`config.mk`:
```
export PLATFORM = sky130hd
export DESIGN_NAME = byte_rotate_unit
export DESIGN_NICKNAME = d
export VERILOG_FILES = /design/src/verilog/bru_pkg.sv /design/src/verilog/bru_rot_if.sv /design/src/verilog/byte_rotate_unit.sv /design/src/verilog/bru_rotator.sv
export SDC_FILE = /design/constraint.sdc
export NUM_CORES = 1
export LEC_CHECK = 0
export BUFFER_PORTS_ARGS = -buffer_cell sky130_fd_sc_hd__buf_2
export CAP_MARGIN = 20
export CORE_MARGIN = 2
export CORE_UTILIZATION = 45
export DETAILED_ROUTE_END_ITERATION = 8
export MAX_ROUTING_LAYER = met4
export PLACE_DENSITY = 0.73
export SETUP_SLACK_MARGIN = 0.5
export SKIP_CTS_REPAIR_TIMING = 1
export SLEW_MARGIN = 30
export SYNTH_ARGS = -nofsm -noshare
export SYNTH_HDL_FRONTEND = slang
export SYNTH_HIERARCHICAL = 1
export SYNTH_SLANG_ARGS = --single-unit
```
`constraint.sdc`:
```
create_clock -name clock_i -period 1.63 [get_ports clock_i]
set_input_delay 0.0815 -clock clock_i [delete_from_list [all_inputs] [get_ports clock_i]]
set_output_delay 0.0815 -clock clock_i [all_outputs]
set_load 0.01 [all_outputs]
```
`src/verilog/bru_pkg.sv`:
```
package bru_pkg;

    // datapath widths
    localparam int unsigned DATA_W = 8;
    localparam int unsigned MSB    = DATA_W - 1;

    // reset values of the held state
    localparam logic [7:0] WREG_RST  = 8'h00;
    localparam logic       CARRY_RST = 1'b0;
    localparam logic [7:0] BYTE_ZERO = 8'h00;

    // operation codes of the unit; all but BRU_ILLEGAL are accepted
    typedef enum logic [2:0] {
        BRU_NOP,
        BRU_ROTATE_LEFT_THRU_CARRY_MEM,
        BRU_ROTATE_LEFT_THRU_CARRY_TO_WREG,
        BRU_ROTATE_RIGHT_MEM,
        BRU_ROTATE_RIGHT_TO_WREG,
        BRU_ROTATE_RIGHT_THRU_CARRY_MEM,
        BRU_ROTATE_RIGHT_THRU_CARRY_TO_WREG,
        BRU_ILLEGAL
    } bru_op_e;

endpackage

```
`src/verilog/bru_rot_if.sv`:
```
`timescale 1ns/10ps
interface bru_rot_if;
    import bru_pkg::*;

    bru_op_e     op;
    logic [7:0]  src;
    logic        carry_in;
    logic [7:0]  result;
    logic        carry_out;
    logic        carry_upd;
    logic        to_mem;
    logic        to_wreg;
    logic        legal;

    modport ctrl (
        output op,
        output src,
        output carry_in,
        input  result,
        input  carry_out,
        input  carry_upd,
        input  to_mem,
        input  to_wreg,
        input  legal
    );

    modport core (
        input  op,
        input  src,
        input  carry_in,
        output result,
        output carry_out,
        output carry_upd,
        output to_mem,
        output to_wreg,
        output legal
    );
endinterface

```
`src/verilog/byte_rotate_unit.sv`:
```
// Operation
// - left via carry into memory: old carry to bit 0, bit 7 to carry
// - same left rotation into working register; memory byte untouched
// - plain right rotate to memory: bit 0 to bit 7, no flags change
// - plain right rotate into working register; memory and flags unchanged
// - right through carry to memory: old carry to bit 7, bit 0 to carry
// - right through carry into working register; memory byte unchanged
`timescale 1ns/10ps
module byte_rotate_unit
    import bru_pkg::*;
(
    // clock and reset
    input  wire logic        clock_i,
    input  wire logic        rst_i,
    // instruction request
    input  wire logic        start_i,
    input  wire logic [2:0]  op_i,
    input  wire logic [7:0]  mem_data_i,
    // direct flag / register loads from the rest of the core
    input  wire logic        carry_wr_i,
    input  wire logic        carry_wdata_i,
    input  wire logic        wreg_wr_i,
    input  wire logic [7:0]  wreg_wdata_i,
    // results
    output logic             done_o,
    output logic             illegal_o,
    output logic             mem_wr_o,
    output logic [7:0]       mem_wdata_o,
    output logic [7:0]       working_register_o,
    output logic             carry_o
);

    ////////////////////////////////////////////////////////////////////////
    // request decode

    bru_op_e    req_op;
    logic       req_legal;
    logic       req_take;
    logic       req_refused;

    // what the rotator asks of the held state
    logic [7:0] rot_result;
    logic       rot_carry;
    logic       rot_moves_carry;
    logic       rot_to_mem;
    logic       rot_to_wreg;

    // held state
    logic       carry;
    logic [7:0] working_register;

    // op_i is exactly as wide as the enum, so every code maps to a member
    assign req_op = bru_op_e'(op_i);

    ////////////////////////////////////////////////////////////////////////
    // rotation core: pure logic, so the result and the new carry settle
    // within the cycle in which the request is taken

    bru_rot_if rot ();

    assign rot.op       = req_op;
    assign rot.src      = mem_data_i;
    assign rot.carry_in = carry;

    bru_rotator bru_rotator_inst (
        .rot (rot)
    );

    assign rot_result      = rot.result;
    assign rot_carry       = rot.carry_out;
    assign rot_moves_carry = rot.carry_upd;
    assign rot_to_mem      = rot.to_mem;
    assign rot_to_wreg     = rot.to_wreg;
    assign req_legal       = rot.legal;

    ////////////////////////////////////////////////////////////////////////
    // acceptance: a refused code is only reported and reaches no state

    always_comb begin
        req_take    = 1'b0;
        req_refused = 1'b0;
        if (start_i) begin
            if (req_legal) begin
                req_take = 1'b1;
            end else begin
                req_refused = 1'b1;
            end
        end
    end

    ////////////////////////////////////////////////////////////////////////
    // carry select: a rotation that moves the carry wins over a direct load on the same edge,
    // since the instruction is the newer event and its carry must land
    // on the same edge as its result

    logic carry_from_rot;
    logic carry_from_load;

    always_comb begin
        carry_from_rot  = 1'b0;
        carry_from_load = 1'b0;
        if (req_take && rot_moves_carry) begin
            carry_from_rot = 1'b1;
        end else if (carry_wr_i) begin
            carry_from_load = 1'b1;
        end
    end

    ////////////////////////////////////////////////////////////////////////
    // working register select, with the same priority as the carry

    logic wreg_from_rot;
    logic wreg_from_load;

    always_comb begin
        wreg_from_rot  = 1'b0;
        wreg_from_load = 1'b0;
        if (req_take && rot_to_wreg) begin
            wreg_from_rot = 1'b1;
        end else if (wreg_wr_i) begin
            wreg_from_load = 1'b1;
        end
    end

    ////////////////////////////////////////////////////////////////////////
    // memory select; nothing else writes the memory through this unit

    logic mem_from_rot;

    always_comb begin
        mem_from_rot = 1'b0;
        if (req_take && rot_to_mem) begin
            mem_from_rot = 1'b1;
        end
    end

    ////////////////////////////////////////////////////////////////////////
    // carry flag; plain rotates leave it to the direct load alone

    always_ff @(posedge clock_i) begin
        if (rst_i) begin
            carry <= CARRY_RST;
        end else begin
            if (carry_from_rot) begin
                carry <= rot_carry;
            end else if (carry_from_load) begin
                carry <= carry_wdata_i;
            end
        end
    end

    ////////////////////////////////////////////////////////////////////////
    // working register; a load that loses to a rotation is dropped, not
    // deferred, so the core must repeat it if it still wants it

    always_ff @(posedge clock_i) begin
        if (rst_i) begin
            working_register <= WREG_RST;
        end else begin
            if (wreg_from_rot) begin
                working_register <= rot_result;
            end else if (wreg_from_load) begin
                working_register <= wreg_wdata_i;
            end
        end
    end

    ////////////////////////////////////////////////////////////////////////
    // memory write strobe: one cycle, never raised for a working register
    // target, so that byte stays untouched in memory

    always_ff @(posedge clock_i) begin
        if (rst_i) begin
            mem_wr_o <= 1'b0;
        end else begin
            mem_wr_o <= mem_from_rot;
        end
    end

    ////////////////////////////////////////////////////////////////////////
    // memory write data: holds the last byte written back, so a store
    // that lags the strobe by a cycle still finds it

    always_ff @(posedge clock_i) begin
        if (rst_i) begin
            mem_wdata_o <= BYTE_ZERO;
        end else begin
            if (mem_from_rot) begin
                mem_wdata_o <= rot_result;
            end
        end
    end

    ////////////////////////////////////////////////////////////////////////
    // completion pulse; a nop completes as well

    always_ff @(posedge clock_i) begin
        if (rst_i) begin
            done_o <= 1'b0;
        end else begin
            done_o <= req_take;
        end
    end

    ////////////////////////////////////////////////////////////////////////
    // refusal pulse

    always_ff @(posedge clock_i) begin
        if (rst_i) begin
            illegal_o <= 1'b0;
        end else begin
            illegal_o <= req_refused;
        end
    end

    ////////////////////////////////////////////////////////////////////////
    // outputs straight from the held state

    assign working_register_o = working_register;
    assign carry_o            = carry;

endmodule // byte_rotate_unit

```
`src/verilog/bru_rotator.sv`:
```
`timescale 1ns/10ps
module bru_rotator
    import bru_pkg::*;
(
    bru_rot_if.core rot
);

    always_comb begin
        rot.result    = BYTE_ZERO;
        rot.carry_out = rot.carry_in;
        rot.carry_upd = 1'b0;
        rot.to_mem    = 1'b0;
        rot.to_wreg   = 1'b0;
        rot.legal     = 1'b1;
        case (rot.op)
            BRU_ROTATE_LEFT_THRU_CARRY_MEM: begin
                rot.result    = {rot.src[MSB-1:0], rot.carry_in};
                rot.carry_out = rot.src[MSB];
                rot.carry_upd = 1'b1;
                rot.to_mem    = 1'b1;
            end
            BRU_ROTATE_LEFT_THRU_CARRY_TO_WREG: begin
                rot.result    = {rot.src[MSB-1:0], rot.carry_in};
                rot.carry_out = rot.src[MSB];
                rot.carry_upd = 1'b1;
                rot.to_wreg   = 1'b1;
            end
            BRU_ROTATE_RIGHT_MEM: begin
                rot.result = {rot.src[0], rot.src[MSB:1]};
                rot.to_mem = 1'b1;
            end
            BRU_ROTATE_RIGHT_TO_WREG: begin
                rot.result  = {rot.src[0], rot.src[MSB:1]};
                rot.to_wreg = 1'b1;
            end
            BRU_ROTATE_RIGHT_THRU_CARRY_MEM: begin
                rot.result    = {rot.carry_in, rot.src[MSB:1]};
                rot.carry_out = rot.src[0];
                rot.carry_upd = 1'b1;
                rot.to_mem    = 1'b1;
            end
            BRU_ROTATE_RIGHT_THRU_CARRY_TO_WREG: begin
                rot.result    = {rot.carry_in, rot.src[MSB:1]};
                rot.carry_out = rot.src[0];
                rot.carry_upd = 1'b1;
                rot.to_wreg   = 1'b1;
            end
            BRU_NOP: begin
                rot.legal = 1'b1;
            end
            default: begin
                rot.legal = 1'b0;
            end
        endcase
    end

endmodule // bru_rotator

```
### Word-level counts from Yosys, hierarchy flattened

Index checks and enable logic that the tools add are counted.

| word-level totals | value |
|---|---|
| register bits after elaboration | 20 |
| output and inout port bits | 20 |

| operators by class | value |
|---|---|
| equality and inequality tests | 7 |
| reduce and logical (&&, ||, !) cells | 15 |
| muxes and demuxes | 20 |
| bitwise gates (word level) | 1 |

Operators by type and width:

| cell | number |
|---|---|
| $pmux W8 S3 | 1 |
| $mux W1 | 16 |
| $mux W8 | 2 |
| $eq A3 B3 Y1 const B | 3 |
| $reduce_or A2 Y1 | 4 |
| $reduce_or A7 Y1 | 1 |
| $eq A3 B2 Y1 const B | 2 |
| $reduce_or A3 Y1 | 2 |
| $reduce_bool A2 Y1 | 2 |
| $reduce_or A4 Y1 | 1 |
| $eq A3 B1 Y1 const B | 1 |
| $logic_and A1 B1 Y1 | 3 |
| $logic_not A3 Y1 | 1 |
| $ne A3 B3 Y1 const B | 1 |
| $pmux W1 S2 | 1 |
| $reduce_and A2 Y1 | 1 |
| $not A1 Y1 | 1 |

### Logic depth before layout (Yosys ltp)

| logic depth | value |
|---|---|
| depth in word-level cells | 9 |
| depth in mapped cells | 6 |
| depth with buffers taken out | 5 |

### By module

Netlist, hierarchy kept.

Modules (own cells, without submodules):

| module | times used | sequential area each (um^2) | cells an instance | area each (um^2) |
|---|---|---|---|---|
| byte_rotate_unit | 1 | 400.4 | 85 | 993.5 |
| bru_rotator | 1 | 0.0 | 49 | 344.1 |

### Worst setup path after synthesis

Ideal clock, no wire load.

| path | value |
|---|---|
| path type | input-to-reg |
| start | input port op_i[2] |
| end | register working_register[0], in the netlist working_register_o[0] |
| data arrival time | 1.181 ns |
| path buffers | 2 |
| stages | 6 |
| slack | 0.370 ns |
| data required time | 1.551 ns |
| cells stage by stage | buf_2 > buf_2 > nor2_1 > nor2_1 > nand3_4 > a211oi_2 |

| between the ends | value |
|---|---|
| elaborated cells on any way between the ends | 22 |
| those cells by class | eq/ne (6); mux (8); reduce/logical (8) |

RTL lines:

| item | line | RTL |
|---|---|---|
| start: declaration | byte_rotate_unit.sv:17 | `input wire logic [2:0] op_i,` |
| $eq A3 B2 Y1 / $eq A3 B3 Y1 (equally long branches) | bru_rotator.sv:15 | `case (rot.op)` |
| $reduce_or A3 Y1 (no line) (*) | - |  |
| $mux W1 (*) | bru_rotator.sv:15 |  |
| net rot.to_wreg | bru_rot_if.sv:12 | `logic to_wreg;` |
| $logic_and A1 B1 Y1 (*) | byte_rotate_unit.sv:118 | `if (req_take && rot_to_wreg) begin` |
| $mux W1 | byte_rotate_unit.sv:118 |  |
| $mux W8 / $reduce_bool A2 Y1 (equally long branches) | - |  |
| end signal: assignment | byte_rotate_unit.sv:161 | `working_register <= rot_result;` |
| end signal: assignment | byte_rotate_unit.sv:163 | `working_register <= wreg_wdata_i;` |
| end: declaration | byte_rotate_unit.sv:50 | `logic [7:0] working_register;` |

Mark *: on every way through the listed nets, which the timed path passes. The rest lies on a longest branch.
A chain may end at the register's enable or synchronous reset.

### Worst setup path after layout

| path | value |
|---|---|
| start | register carry, in the netlist carry_o |
| end | register working_register[0], in the netlist working_register_o[0] |

| between the ends | value |
|---|---|
| cells in the longest elaborated chain, start to end | 2 |

RTL lines:

| item | line | RTL |
|---|---|---|
| start: declaration | byte_rotate_unit.sv:49 | `logic carry;` |
| start signal: assignment | byte_rotate_unit.sv:145 | `carry <= rot_carry;` |
| start signal: assignment | byte_rotate_unit.sv:147 | `carry <= carry_wdata_i;` |
| $pmux W8 S3 | bru_rotator.sv:15 |  |
| net rot.result[0] | bru_rot_if.sv:8 | `logic [7:0] result;` |
| $mux W8 | byte_rotate_unit.sv:160 | `if (wreg_from_rot) begin` |

The timed path passes the listed nets, and every way through them passes these cells.

==> out/results.tsv <==
stage	metric	value	unit
critical_path	worstReg2RegStart	carry_o$_SDFFE_PP0P_	
detailed_routing	drt-total-wl	2810	um
yosys	yosys_warnings	6	
critical_path	path_class	flip-flop to flip-flop	
die	die_w	58.52	um
critical_path	critical_path_arrival	1.29	ns
final_layout	num-fill-cells	269	
die	die_y	58.52	um
power	pwr-share-seq	42.5	%
power	p_switching	0.3384	mW
critical_path	required	1.80	ns
critical_path	cp_top_family	flip-flops	
clocking	path_clk_slew	0.12	ns
sta	period_share	68.33	%
critical_path	setup.worst_path.end_class	flip-flop	
sta	tns	0	ns
yosys	synth_commonest_cells	mux2i_1 (25), dfxtp_1 (20), nand2b_1 (19), a211oi_2 (9), and4b_1 (9)	
die	floorplan.initialDensity	48.09	%
sta	hold_violations	0	
global_route	gr-usage-all-layers	17.77	%
place	dp_hpwl	2153	um
global_route	antenna_found_initial	0	
power	ir_worst_vdd	0.0005281	V
power	netSwitchingFraction	26.95	%
clocking	cts_max_path_buffers	2	
yosys	synthArstFlopShare	0	%
power	clockPowerShare	32.3	%
status	status	finished clean	
final_layout	areaGrowthSynthToFinish	21.42	%
place	gp_congestion	0.8797	
yosys	syn-num-nets	159	
critical_path	critical_path.startpoint	carry_o$_SDFFE_PP0P_	
die	die_area	3425	um2
power	intPower	0.9171	mW
power	p_leak	0.7268	nW
yosys	yosysTopAreaCell	dfxtp_1	
yosys	synthTopCellsByArea	dfxtp_1 (30%), mux2i_1 (19%), nand2b_1 (8.9%), a211oi_2 (8.4%), and4b_1 (6.7%)	
job	maxCapViolations	0	
place	dp_slack	0.1059	ns
sta	finalWorstPathRequiredPeriod	1.114	ns
critical_path	crit_slowest_cell	dfxtp_4	
clocking	cts_tree	done	
place	portBuffers	44	
yosys	synth-seq-cells	20	
yosys	syn-cell-area	1338	um2
sta	setup_violations	0	
detailed_routing	drc	0	
critical_path	worstPathMaxFanout	6	
sta	worstMarginPinSlew	0.4587	ns
detailed_routing	viasPerCell	5.717	
yosys	synth_area_per_cell	9.982	um2
die	coreArea	2781	um2
sta	relSlewSlack	69.42	%
yosys	synth_flop_cell	dfxtp_1	
die	io_pins	45	
yosys	synth-edff-count	0	
yosys	syn_inst	134	
power	p_per_area	773.0	nW/um2
global_route	gr-total-overflow	0	
critical_path	critical_path_buf_inv_count	0	
yosys	synth-seq-area-share	29.93	%
final_layout	seqCellArea	404.1	um2
sta	fmax	0.8978	GHz
final_layout	multi_input_area	872.1	um2
sta	fin_ws	0.5162	ns
sta	drv_slew	0	
clocking	cts_root_buf	clkbuf_4	
critical_path	crit_path_max_incr_delay	0.38	ns
detailed_routing	dr_total_vias	1172	
final_layout	fin_nets	200	
clocking	clk-insertion-delay-late	0.31	ns
yosys	synthMostInstantiatedCell	mux2i_1	
sta	fin_hold_ws	0.1166	ns
worst_hold_path	hold_path.class	primary input to flip-flop	
clocking	htree_levels	1	
die	num_rows	19	
critical_path	cp-start-kind	flip-flop	
power	p_total	1.255	mW
global_route	grt_pass1_wl	4636	um
detailed_routing	initialDrtViolationCount	22	
power	comb_power_share	25.2	%
yosys	synth_top_area_share	29.93	%
detailed_routing	routedWlPerCell	13.71	um
detailed_routing	firstDrtPassIters	4	
sta	rsz0062_at_grt	true	
critical_path	crit_path_cell_trace	mux2i_2 > o221ai_2 > and4b_1 > a211oi_2	
final_layout	diodes	0	
yosys	synth_cell_types	27	
final_layout	drive_gt1_share	43.10	%
detailed_routing	ant_nets	0	
final_layout	final_util	58.39	%
sta	fin_skew	0.01436	ns
worst_hold_path	hold_path_startpoint	start_i	
clocking	cts_sinks	20	
clocking	cts_made_buffers	3	
global_route	grt_start_max_net_pins	29	
global_route	grt_pass1_vias	1045	
stage by stage:
| step | cell area (um2) | std cells |
|---|---|---|
| after CTS | 1585 | 203 |
| final | 1624 | 205 |
| after global routing | 1624 | 205 |
| after detailed placement | 1533 | 199 |
| after floorplan | 1378 | 134 |
| after global placement | 1533 | 199 |
cells by family after synthesis:
kind of cell / share of synthesized area, %
buf+inv: 8.700
simple gates: 24.04
compound gates: 17.96
xor+xnor: 0.6549
mux: 18.71
flops: 29.93
layout by cell type, fill, tap and decap left out, types with 2 or more instances in the layout:
master,n
clkbuf_4,3
nand2b_1,18
dfxtp_1,19
nor3b_1,2
a31o_1,2
nand3_1,6
a211oi_2,9
a211oi_1,2
mux2i_1,24
nor2_1,2
a21oi_1,3
buf_4,5
buf_2,43
and4b_1,9
nand2_1,6
o221ai_2,4
per-layer routing:
| layer | up-vias | GRT usage [%] | routed length [um] | share of wire, % |
|---|---|---|---|---|
| li1 | 576 | - | - | - |
| met1 | 543 | 21.85 | 1220 | 43 |
| met2 | 47 | 30.02 | 1342 | 48 |
| met3 | 6 | 3.297 | 197 | 7.0 |
| met4 | 0 | 4.319 | 50 | 1.8 |
| met5 | - | - | 0 | 0 |
tightest hold or removal path: cells and delay by family:
kind	cells	cell delay, ns
buf+inv	1	0.17
simple gates	2	0.14
cell type report:
cell class	count	share of cell area, %
Clock buffer	3	1.387
Multi-Input combinational cell	101	53.70
Clock inverter	1	1.849
Tap cell	31	2.388
Sequential cell	20	24.88
Inverter	1	0.2311
Timing Repair Buffer	48	15.56
state kept, by name (all words and copies together) (netlist names):
name                count
carry_o                 1
done_o                  1
illegal_o               1
working_register_o      8
mem_wdata_o             8
mem_wr_o                1
power by group through the flow:
stage / combinational, mW / clock, mW / sequential, mW
3_3_place_gp: 0.295 / 0 / 0.543
2_1_floorplan: 0.212 / 0 / 0.560
3_5_place_dp: 0.303 / 0 / 0.545
5_1_grt: 0.350 / 0.431 / 0.538
6_report: 0.317 / 0.405 / 0.533
4_1_cts: 0.305 / 0.414 / 0.534
final timing paths:
check,end,slack (ns),cells past startpoint
worst max-delay path,working_register_o[0]$_SDFFE_PP0P_,0.52,4
worst min-delay path,done_o$_SDFF_PP0_,0.12,3
worst max register to register,working_register_o[0]$_SDFFE_PP0P_,0.52,4
worst min register to register,mem_wdata_o[3]$_SDFFE_PP0P_,0.48,2
No activity file was read; power rests on OpenSTA's default activity.
